`src/verilog/ics_defines.svh`:
```
// address map, status layout, reset values and timing counts of the channel slave
`ifndef ICS_DEFINES_SVH
`define ICS_DEFINES_SVH

// slave window on the 12-bit channel address
`define ICS_BASE_ADDR 12'h300
`define ICS_OFS_DATA 12'h000
`define ICS_OFS_STATUS 12'h001
`define ICS_OFS_CLEAR 12'h002

// status byte layout
`define ICS_ST_PEND_LSB 0
`define ICS_ST_PRIO_LSB 4
`define ICS_ST_ANY_BIT 7

// reset values and the byte returned by an unmapped read
`define ICS_PEND_RST 4'h0
`define ICS_DOUT_RST 8'h00
`define ICS_UNMAPPED_RD 8'h00

// timing: local clock period and the two clear deadlines
`define ICS_CLK_NS 50
`define ICS_RST_CLR_NS 10000
`define ICS_STB_CLR_NS 3000
`define ICS_RST_CLR_CYC (`ICS_RST_CLR_NS / `ICS_CLK_NS)
`define ICS_STB_CLR_CYC (`ICS_STB_CLR_NS / `ICS_CLK_NS)

// receive buffer shape
`define ICS_FIFO_WIDTH 8
`define ICS_FIFO_DEPTH 16

`endif

```
`src/verilog/ics_pkg.sv`:
```
// types used by the channel slave; its receive buffer defines its own state type
package ics_pkg;

  // how a pending request is withdrawn besides channel reset
  typedef enum logic [1:0] {
    ICS_CLR_RESET = 2'b00,
    ICS_CLR_READ = 2'b01,
    ICS_CLR_WRITE = 2'b10
  } ics_clr_mode_t;

  // handshake sequencer
  typedef enum logic [1:0] {
    ICS_IDLE = 2'b00,
    ICS_ACK = 2'b01,
    ICS_SKIP = 2'b10
  } ics_fsm_t;

  // channel pins after inversion to active high
  typedef struct packed {
    logic [11:0] addr;
    logic [7:0] data;
    logic wr;
    logic strobe;
    logic chan_rst;
  } ics_pins_t;

  // complete state of the slave apart from its receive buffer
  typedef struct packed {
    ics_pins_t pin_s1;
    ics_pins_t pin_s2;
    ics_fsm_t fsm;
    logic [3:0] pend;
    logic ack;
    logic doe;
    logic [7:0] dout;
    logic push;
    logic [7:0] push_data;
  } ics_slv_st_t;

endpackage

```
`src/verilog/ics_fifo.sv`:
```
// receive buffer: parameterised synchronous fifo with valid/ready on both sides
`timescale 1ns/10ps
module ics_fifo #(
  parameter int WIDTH = 8,
  parameter int DEPTH = 16
) (
  input wire logic clock_i,
  input wire logic reset_n_i,
  input wire logic in_valid_i,
  input wire logic [WIDTH-1:0] in_data_i,
  output logic in_ready_o,
  output logic out_valid_o,
  output logic [WIDTH-1:0] out_data_o,
  input wire logic out_ready_i
);

  localparam int AW = $clog2(DEPTH);

  typedef struct packed {
    logic [DEPTH-1:0][WIDTH-1:0] mem;
    logic [AW-1:0] wp;
    logic [AW-1:0] rp;
    logic [AW:0] cnt;
    logic notfull;
    logic nonempty;
  } ics_fifo_st_t;

  ics_fifo_st_t s;
  ics_fifo_st_t n;
  logic do_wr;
  logic do_rd;
  logic [AW:0] cnt_nx;

  ////////////////////////////////////////////////////////////////////////
  // pointer and count update; flags registered so ports come from flops
  always_comb begin
    n = s;
    do_wr = in_valid_i & s.notfull;
    do_rd = out_ready_i & s.nonempty;
    cnt_nx = s.cnt;
    if (do_wr) begin
      n.mem[s.wp] = in_data_i;
      n.wp = s.wp + 1'b1;
    end
    if (do_rd) begin
      n.rp = s.rp + 1'b1;
    end
    if (do_wr && !do_rd) begin
      cnt_nx = s.cnt + 1'b1;
    end else if (do_rd && !do_wr) begin
      cnt_nx = s.cnt - 1'b1;
    end
    n.cnt = cnt_nx;
    n.notfull = (cnt_nx != (AW+1)'(DEPTH));
    n.nonempty = (cnt_nx != '0);
  end

  // reset empties the buffer; notfull is a plain flop cleared to zero
  always_ff @(posedge clock_i) begin
    if (!reset_n_i) begin
      s <= '0;
    end else begin
      s <= n;
    end
  end

  assign in_ready_o = s.notfull;
  assign out_valid_o = s.nonempty;
  assign out_data_o = s.mem[s.rp];

endmodule

```
`src/verilog/ics_slave.sv`:
```
// channel slave: strobe/acknowledge handshake, request lines, status byte, rx buffer
//
// Functional notes
// - only the master starts transfers; this slave only answers.
// - acknowledge is driven only by the addressed slave, accepting the transfer.
// - four request lines, line one lowest priority, line four highest.
// - a request, once driven low, stays low until the master services it.
// - status byte at a fixed address shows pending requests and their priority.
// - reset-clear mode: channel reset withdraws requests well within ten microseconds.
// - after channel reset no trace of earlier request state remains.
// - read-clear mode: reading the status byte releases requests within three microseconds.
// - the clearing read is an ordinary handshaked read.
// - write-clear mode: writing the clear location releases requests within three microseconds.
// - the clearing write is an ordinary handshaked write.
// - nothing here assumes any phase relation to the channel clock.
// - channel reset puts the slave into a defined initial state; the rx buffer keeps its bytes through it.
// - registers are selected by the 12-bit channel address.
// - data moves a byte at a time over the 8-bit two-way data path.
`timescale 1ns/10ps
`include "ics_defines.svh"
module ics_slave (
  input wire logic clock_i,
  input wire logic reset_n_i,
  input wire logic [11:0] chan_addr_i,
  input wire logic [7:0] chan_data_i,
  output logic [7:0] chan_data_o,
  output logic chan_data_oe_o,
  input wire logic write_sel_n_i,
  input wire logic xfer_strobe_n_i,
  output logic xfer_ack_n_o,
  output logic xfer_ack_oe_o,
  input wire logic chan_reset_n_i,
  output logic [3:0] irq_req_n_o,
  output logic [3:0] irq_req_oe_o,
  input wire logic [1:0] clr_mode_i,
  input wire logic [3:0] irq_raise_i,
  input wire logic [7:0] rd_byte_i,
  output logic [7:0] rx_data_o,
  output logic rx_valid_o,
  input wire logic rx_ready_i
);

  ////////////////////////////////////////////////////////////////////////
  // decode helpers

  // true when the channel address selects one location of this slave
  function automatic logic ics_hit(input logic [11:0] addr, input logic [11:0] ofs);
    logic [11:0] target;
    target = `ICS_BASE_ADDR + ofs;
    ics_hit = (addr == target);
  endfunction

  // highest pending line as 1..4, zero when nothing is pending
  function automatic logic [2:0] ics_prio(input logic [3:0] pend);
    logic [2:0] lvl;
    lvl = 3'h0;
    for (int i = 0; i < 4; i++) begin
      if (pend[i]) begin
        lvl = 3'(i + 1);
      end
    end
    ics_prio = lvl;
  endfunction

  // status byte: pending bits low, priority field, summary bit on top
  function automatic logic [7:0] ics_status(input logic [3:0] pend);
    logic [7:0] b;
    b = 8'h00;
    b[`ICS_ST_PEND_LSB +: 4] = pend;
    b[`ICS_ST_PRIO_LSB +: 3] = ics_prio(pend);
    b[`ICS_ST_ANY_BIT] = |pend;
    ics_status = b;
  endfunction

  ////////////////////////////////////////////////////////////////////////
  // state

  ics_pkg::ics_slv_st_t s;
  ics_pkg::ics_slv_st_t n;
  ics_pkg::ics_pins_t pin_now;
  ics_pkg::ics_clr_mode_t mode;

  logic fifo_ready;
  logic strobe_lo;
  logic is_wr;
  logic hit_data;
  logic hit_status;
  logic hit_clear;
  logic hit_any;
  logic [3:0] clr;

  // pins flipped to active high so an all-zero reset means idle bus
  always_comb begin
    pin_now.addr = chan_addr_i;
    pin_now.data = chan_data_i;
    pin_now.wr = ~write_sel_n_i;
    pin_now.strobe = ~xfer_strobe_n_i;
    pin_now.chan_rst = ~chan_reset_n_i;
  end

  // an unknown mode code falls back to reset-only clearing
  always_comb begin
    unique case (clr_mode_i)
      2'b01: mode = ics_pkg::ICS_CLR_READ;
      2'b10: mode = ics_pkg::ICS_CLR_WRITE;
      default: mode = ics_pkg::ICS_CLR_RESET;
    endcase
  end

  ////////////////////////////////////////////////////////////////////////
  // decode of the synchronised transfer

  // only second-stage samples are looked at; first stage feeds nothing else
  always_comb begin
    strobe_lo = s.pin_s2.strobe;
    is_wr = s.pin_s2.wr;
    hit_data = ics_hit(s.pin_s2.addr, `ICS_OFS_DATA);
    hit_status = ics_hit(s.pin_s2.addr, `ICS_OFS_STATUS);
    hit_clear = ics_hit(s.pin_s2.addr, `ICS_OFS_CLEAR);
    hit_any = hit_data | hit_status | hit_clear;
  end

  ////////////////////////////////////////////////////////////////////////
  // next-state logic

  always_comb begin
    n = s;
    clr = 4'h0;

    // two-flop synchronisers for every channel pin
    n.pin_s1 = pin_now;
    n.pin_s2 = s.pin_s1;

    // push is a one-cycle pulse toward the buffer
    n.push = 1'b0;

    unique case (s.fsm)
      ics_pkg::ICS_IDLE: begin
        if (strobe_lo) begin
          if (!hit_any) begin
            // not ours: leave acknowledge undriven, wait for strobe release
            n.fsm = ics_pkg::ICS_SKIP;
          end else if (is_wr && hit_data && !fifo_ready) begin
            // buffer full: withhold acknowledge, the master waits
            n.fsm = ics_pkg::ICS_IDLE;
          end else begin
            n.fsm = ics_pkg::ICS_ACK;
            n.ack = 1'b1;
            if (is_wr) begin
              if (hit_data) begin
                n.push = 1'b1;
                n.push_data = s.pin_s2.data;
              end
              if (hit_clear && mode == ics_pkg::ICS_CLR_WRITE) begin
                clr = s.pin_s2.data[3:0];
              end
            end else begin
              n.doe = 1'b1;
              if (hit_status) begin
                n.dout = ics_status(s.pend);
              end else if (hit_data) begin
                n.dout = rd_byte_i;
              end else begin
                n.dout = `ICS_UNMAPPED_RD;
              end
              if (hit_status && mode == ics_pkg::ICS_CLR_READ) begin
                clr = 4'hF;
              end
            end
          end
        end
      end

      ics_pkg::ICS_ACK: begin
        // four-phase: hold acknowledge and read data until strobe rises
        if (!strobe_lo) begin
          n.fsm = ics_pkg::ICS_IDLE;
          n.ack = 1'b0;
          n.doe = 1'b0;
        end
      end

      ics_pkg::ICS_SKIP: begin
        // a transfer for another slave; never decode it twice
        if (!strobe_lo) begin
          n.fsm = ics_pkg::ICS_IDLE;
        end
      end

      default: begin
        n.fsm = ics_pkg::ICS_IDLE;
        n.ack = 1'b0;
        n.doe = 1'b0;
      end
    endcase

    // sticky requests: a raise in the clearing cycle survives the clear
    n.pend = (s.pend & ~clr) | irq_raise_i;

    // channel reset initialises all but the rx buffer, the pin synchronisers and push_data: drop request history and the handshake.
    // acts three clock edges after the pin, far inside the reset deadline
    if (s.pin_s2.chan_rst) begin
      n.pend = `ICS_PEND_RST;
      n.fsm = ics_pkg::ICS_IDLE;
      n.ack = 1'b0;
      n.doe = 1'b0;
      n.dout = `ICS_DOUT_RST;
      n.push = 1'b0;
    end
  end

  ////////////////////////////////////////////////////////////////////////
  // state register

  // all-zero reset: idle, no requests, nothing driven on the channel
  always_ff @(posedge clock_i) begin
    if (!reset_n_i) begin
      s <= '0;
    end else begin
      s <= n;
    end
  end

  ////////////////////////////////////////////////////////////////////////
  // receive buffer for bytes written to the data location

  // full buffer stalls the handshake rather than dropping a byte
  ics_fifo #(
    .WIDTH(`ICS_FIFO_WIDTH),
    .DEPTH(`ICS_FIFO_DEPTH)
  ) u_rx_fifo (
    .clock_i(clock_i),
    .reset_n_i(reset_n_i),
    .in_valid_i(s.push),
    .in_data_i(s.push_data),
    .in_ready_o(fifo_ready),
    .out_valid_o(rx_valid_o),
    .out_data_o(rx_data_o),
    .out_ready_i(rx_ready_i)
  );

  ////////////////////////////////////////////////////////////////////////
  // open-drain style ack and request pins with level fixed low; data level and all enables come from flops

  assign xfer_ack_n_o = 1'b0;
  assign xfer_ack_oe_o = s.ack;
  assign irq_req_n_o = 4'h0;
  assign irq_req_oe_o = s.pend;
  assign chan_data_o = s.dout;
  assign chan_data_oe_o = s.doe;

endmodule

```
`config.mk`:
```
export PLATFORM = sky130hd
export DESIGN_NAME = ics_slave
export DESIGN_NICKNAME = d
export VERILOG_FILES = /design/src/verilog/ics_pkg.sv /design/src/verilog/ics_fifo.sv /design/src/verilog/ics_slave.sv
export VERILOG_INCLUDE_DIRS = /design/src /design/src/verilog
export SDC_FILE = /design/constraint.sdc
export NUM_CORES = 1
export LEC_CHECK = 0
export BUFFER_PORTS_ARGS = -buffer_cell sky130_fd_sc_hd__buf_2
export CAP_MARGIN = 10
export CORE_MARGIN = 3
export CORE_UTILIZATION = 45
export CTS_BUF_LIST = sky130_fd_sc_hd__clkbuf_16
export DETAILED_ROUTE_END_ITERATION = 10
export SYNTH_ARGS = -nofsm -noshare
export SYNTH_HDL_FRONTEND = slang
export SYNTH_HIERARCHICAL = 1
export SYNTH_SLANG_ARGS = --single-unit
export TNS_END_PERCENT = 5
```
`constraint.sdc`:
```
create_clock -name clock_i -period 2.7 [get_ports clock_i]
set_input_delay 0.405 -clock clock_i [delete_from_list [all_inputs] [get_ports clock_i]]
set_output_delay 0.405 -clock clock_i [all_outputs]
set_load 0.01 [all_outputs]
```
==> results.ini <==
[outcome]
status=finished with violations
violations=setup timing

[synthesis]
ys_seq_elements=214
synth_ff_type=dfxtp_1
muxShareOfSynthArea_pct=15.0
synth.distinct_cells=51
synth_xor_area_share_pct=0.930
synth_cells=944
yosysSeqAreaShare_pct=45.5
synth_edf_count=0
synth_compound_area_share_pct=16.6
syn_area_mm2=0.00942
synth_simple_gate_area_share_pct=15.7
synthAdderAreaFrac_pct=1.33
synth_top_family_by_area=compound AO/OA/AOI/OAI gates
avgSynthCellArea_um2=9.97
async_flop_share_pct=0
ys_warn_count=6

[job]
max_cap_viol_count=0

[routing]
drtIter0Drc=773
ant_nets=0
firstDrtPassIters=5
vias=7087
post_drt_wl_per_cell_um=19.0
viasPerCell=5.57
wirelength_mm=24.2
post-route-drc-count=0

[floorplanning]
start_util_pct=46.2
ioPinCount=68
fp.dieW_um=151
fp.dieArea_mm2=0.0227
core.rowCount=52
chipHeight_um=151
core_area_mm2=0.0204

[global_routing]
overflow=0
grt_max_degree=145
grt_pass1_wl_mm=37.8
antenna_found_initial=0
grt_pass1_vias=6489
grt_use_total_pct=21.2

[timing]
min_period_ps=2700
rsz0062_at_grt=true
timing.final.ws_setup_ps=-1.36
slew_headroom_pct=22.0
hold_ws_ps=42.0
finalSetupViolations=2
finalClockSkew_ps=8.44
finalCritPeriodShare_pct=100
worst_pin_slew_ps=1170
drv_slew=0
final_hold_viol_count=0
fmax_ghz=0.370

[worst_hold_path]
hold_path_class=input pin to register

[clock_tree]
numCtsBuffers=24
clk_path_buf_depth=3
root_buffer=clkbuf_16
worstSkewPairLatency_ps=510
htree_levels=1
cts.sinks=214
cts_tree=built
clk_pin_slew_worst_paths_ps=60

[placement]
pre_cts_slack_ps=451
io_buffers=62
post_dp_cell_area_mm2=0.00989
gp_congestion=0.825
dp_hpwl_mm=15.7
dpl.cell_count=1225

[power_and_ir_drop]
total_leakage_power_nw=3.97
p_per_area_mw_per_mm2=649
ir_worst_vdd_uv=423

[finish]
multi_input_area_mm2=0.00459
final_area_mm2=0.0107
final_cells=1273
seq_area_mm2=0.00429
utilization_pct=52.5
antennaDiodeCount=0
syn_to_final_growth_pct=13.6
drive_gt1_share_pct=17.1
fillers=1873
nets=1038

[worst_setup_path]
critPathRequiredTime_ps=2300
start_kind=register
worstSetupPathType=register to output port
end_kind=output port
cp_max_fo=5
arrival_ps=2300

per-stage QoR:
step	power [mW]	TNS, ps
floorplan	3.81	0
global placement	3.91	0
detailed placement	3.92	0
CTS	7.00	-142
global route	7.19	-289
finish	6.94	-2.06
synthesized netlist by cell type (10+ instances only):
| library cell | count | area, um2 |
|---|---|---|
| ha_1 | 10 | 125 |
| buf_4 | 18 | 135 |
| o21ai_0 | 110 | 551 |
| and2_1 | 54 | 338 |
| nand3_1 | 15 | 75.1 |
| mux4_2 | 10 | 225 |
| a21oi_1 | 19 | 95.1 |
| dfxtp_1 | 214 | 4280 |
| nor2_1 | 31 | 116 |
| mux2i_1 | 39 | 390 |
| nand2_1 | 115 | 432 |
| mux4_1 | 30 | 788 |
| a21boi_0 | 96 | 721 |
| nor2b_1 | 32 | 200 |
| clkbuf_1 | 53 | 199 |
power by group:
group          internal [mW]  total [mW]  switching, mW
registers               3.24        3.31         0.0714
clock network           1.65        2.89           1.24
logic                  0.406       0.745          0.339
total                   5.29        6.94           1.65
cells in the final DEF (no fill, tap or decap), types with 4 or more instances in the layout:
| cell type | instances |
|---|---|
| nand4_1 | 9 |
| a21boi_0 | 96 |
| buf_16 | 4 |
| a21oi_1 | 19 |
| inv_1 | 16 |
| clkinv_1 | 6 |
| buf_6 | 9 |
| buf_4 | 29 |
| nand2_1 | 115 |
| clkbuf_16 | 25 |
| o211ai_1 | 4 |
| nand3_2 | 4 |
| xnor2_1 | 9 |
| buf_2 | 53 |
| and2_1 | 54 |
| o21ai_0 | 110 |
| nor3b_1 | 5 |
| nor2b_1 | 32 |
| mux2i_1 | 39 |
| nand3_1 | 15 |
| mux4_2 | 35 |
| ha_1 | 10 |
| o2bb2ai_1 | 8 |
| dfxtp_1 | 213 |
| conb_1 | 5 |
| nand2b_1 | 4 |
| nor2_1 | 31 |
| mux4_1 | 5 |
cell families after synthesis:
kind of cell,after synthesis
fa+ha+maj,10
mux,80
flops,214
xor+xnor,10
simple gates,287
other cells,1
compound gates,249
buf+inv,93
flip-flops by register name (all words and copies together) (netlist names), 4 cells and up:
| name | count |
|---|---|
| u_rx_fifo/s | 141 |
| irq_req_oe_o | 4 |
| n | 23 |
| chan_data_o | 8 |
| s | 32 |
path summary, 6_finish.rpt:
| path | depth (start not counted) | to | slack [ps] | startpoint |
|---|---|---|---|---|
| max | 5 | rx_data_o[2] | -1 | u_rx_fifo/s[7]$_SDFFE_PN0P_ |
| min | 2 | n[27]$_SDFF_PN0_ | 40 | write_sel_n_i |
| max reg2reg | 6 | u_rx_fifo/out_valid_o$_SDFF_PN0_ | 690 | u_rx_fifo/s[2]$_SDFF_PN0_ |
| min reg2reg | 1 | s[44]$_SDFF_PN0_ | 430 | n[44]$_SDFF_PN0_ |
what timing repair did:
item	4_1_cts	5_1_grt
hold buffers	0	0
setup endpoints to repair	8	8
buffers inserted	3	0
pin swaps	0	0
gates resized for setup	32	8
hold endpoints to repair	0	0
gates cloned	4	0
layout make-up:
class	instances	area share [%]
flip-flops and latches	214	40.1
clock inverters	16	0.596
clock buffers	25	5.85
well taps	270	3.16
multi-input cells	641	42.9
inverters	9	0.316
repair buffers	98	7.05
per-layer routing:
| layer | vias to the layer above | wire length (um) | GRT usage [%] |
|---|---|---|---|
| met5 | - | 0 | 0 |
| met2 | 221 | 10200 | 30.6 |
| met1 | 3456 | 11900 | 33.3 |
| met3 | 33 | 1510 | 2.95 |
| li1 | 3377 | - | - |
| met4 | 0 | 551 | 4.85 |
worst max-delay path: stages, from the launching register on:
cell and delay (ps):
dfxtp_4 400, buf_12 130, buf_16 130, mux4_2 500
mux4_2 490, buf_6 140
Note: power is estimated with default switching activity, not from simulation.
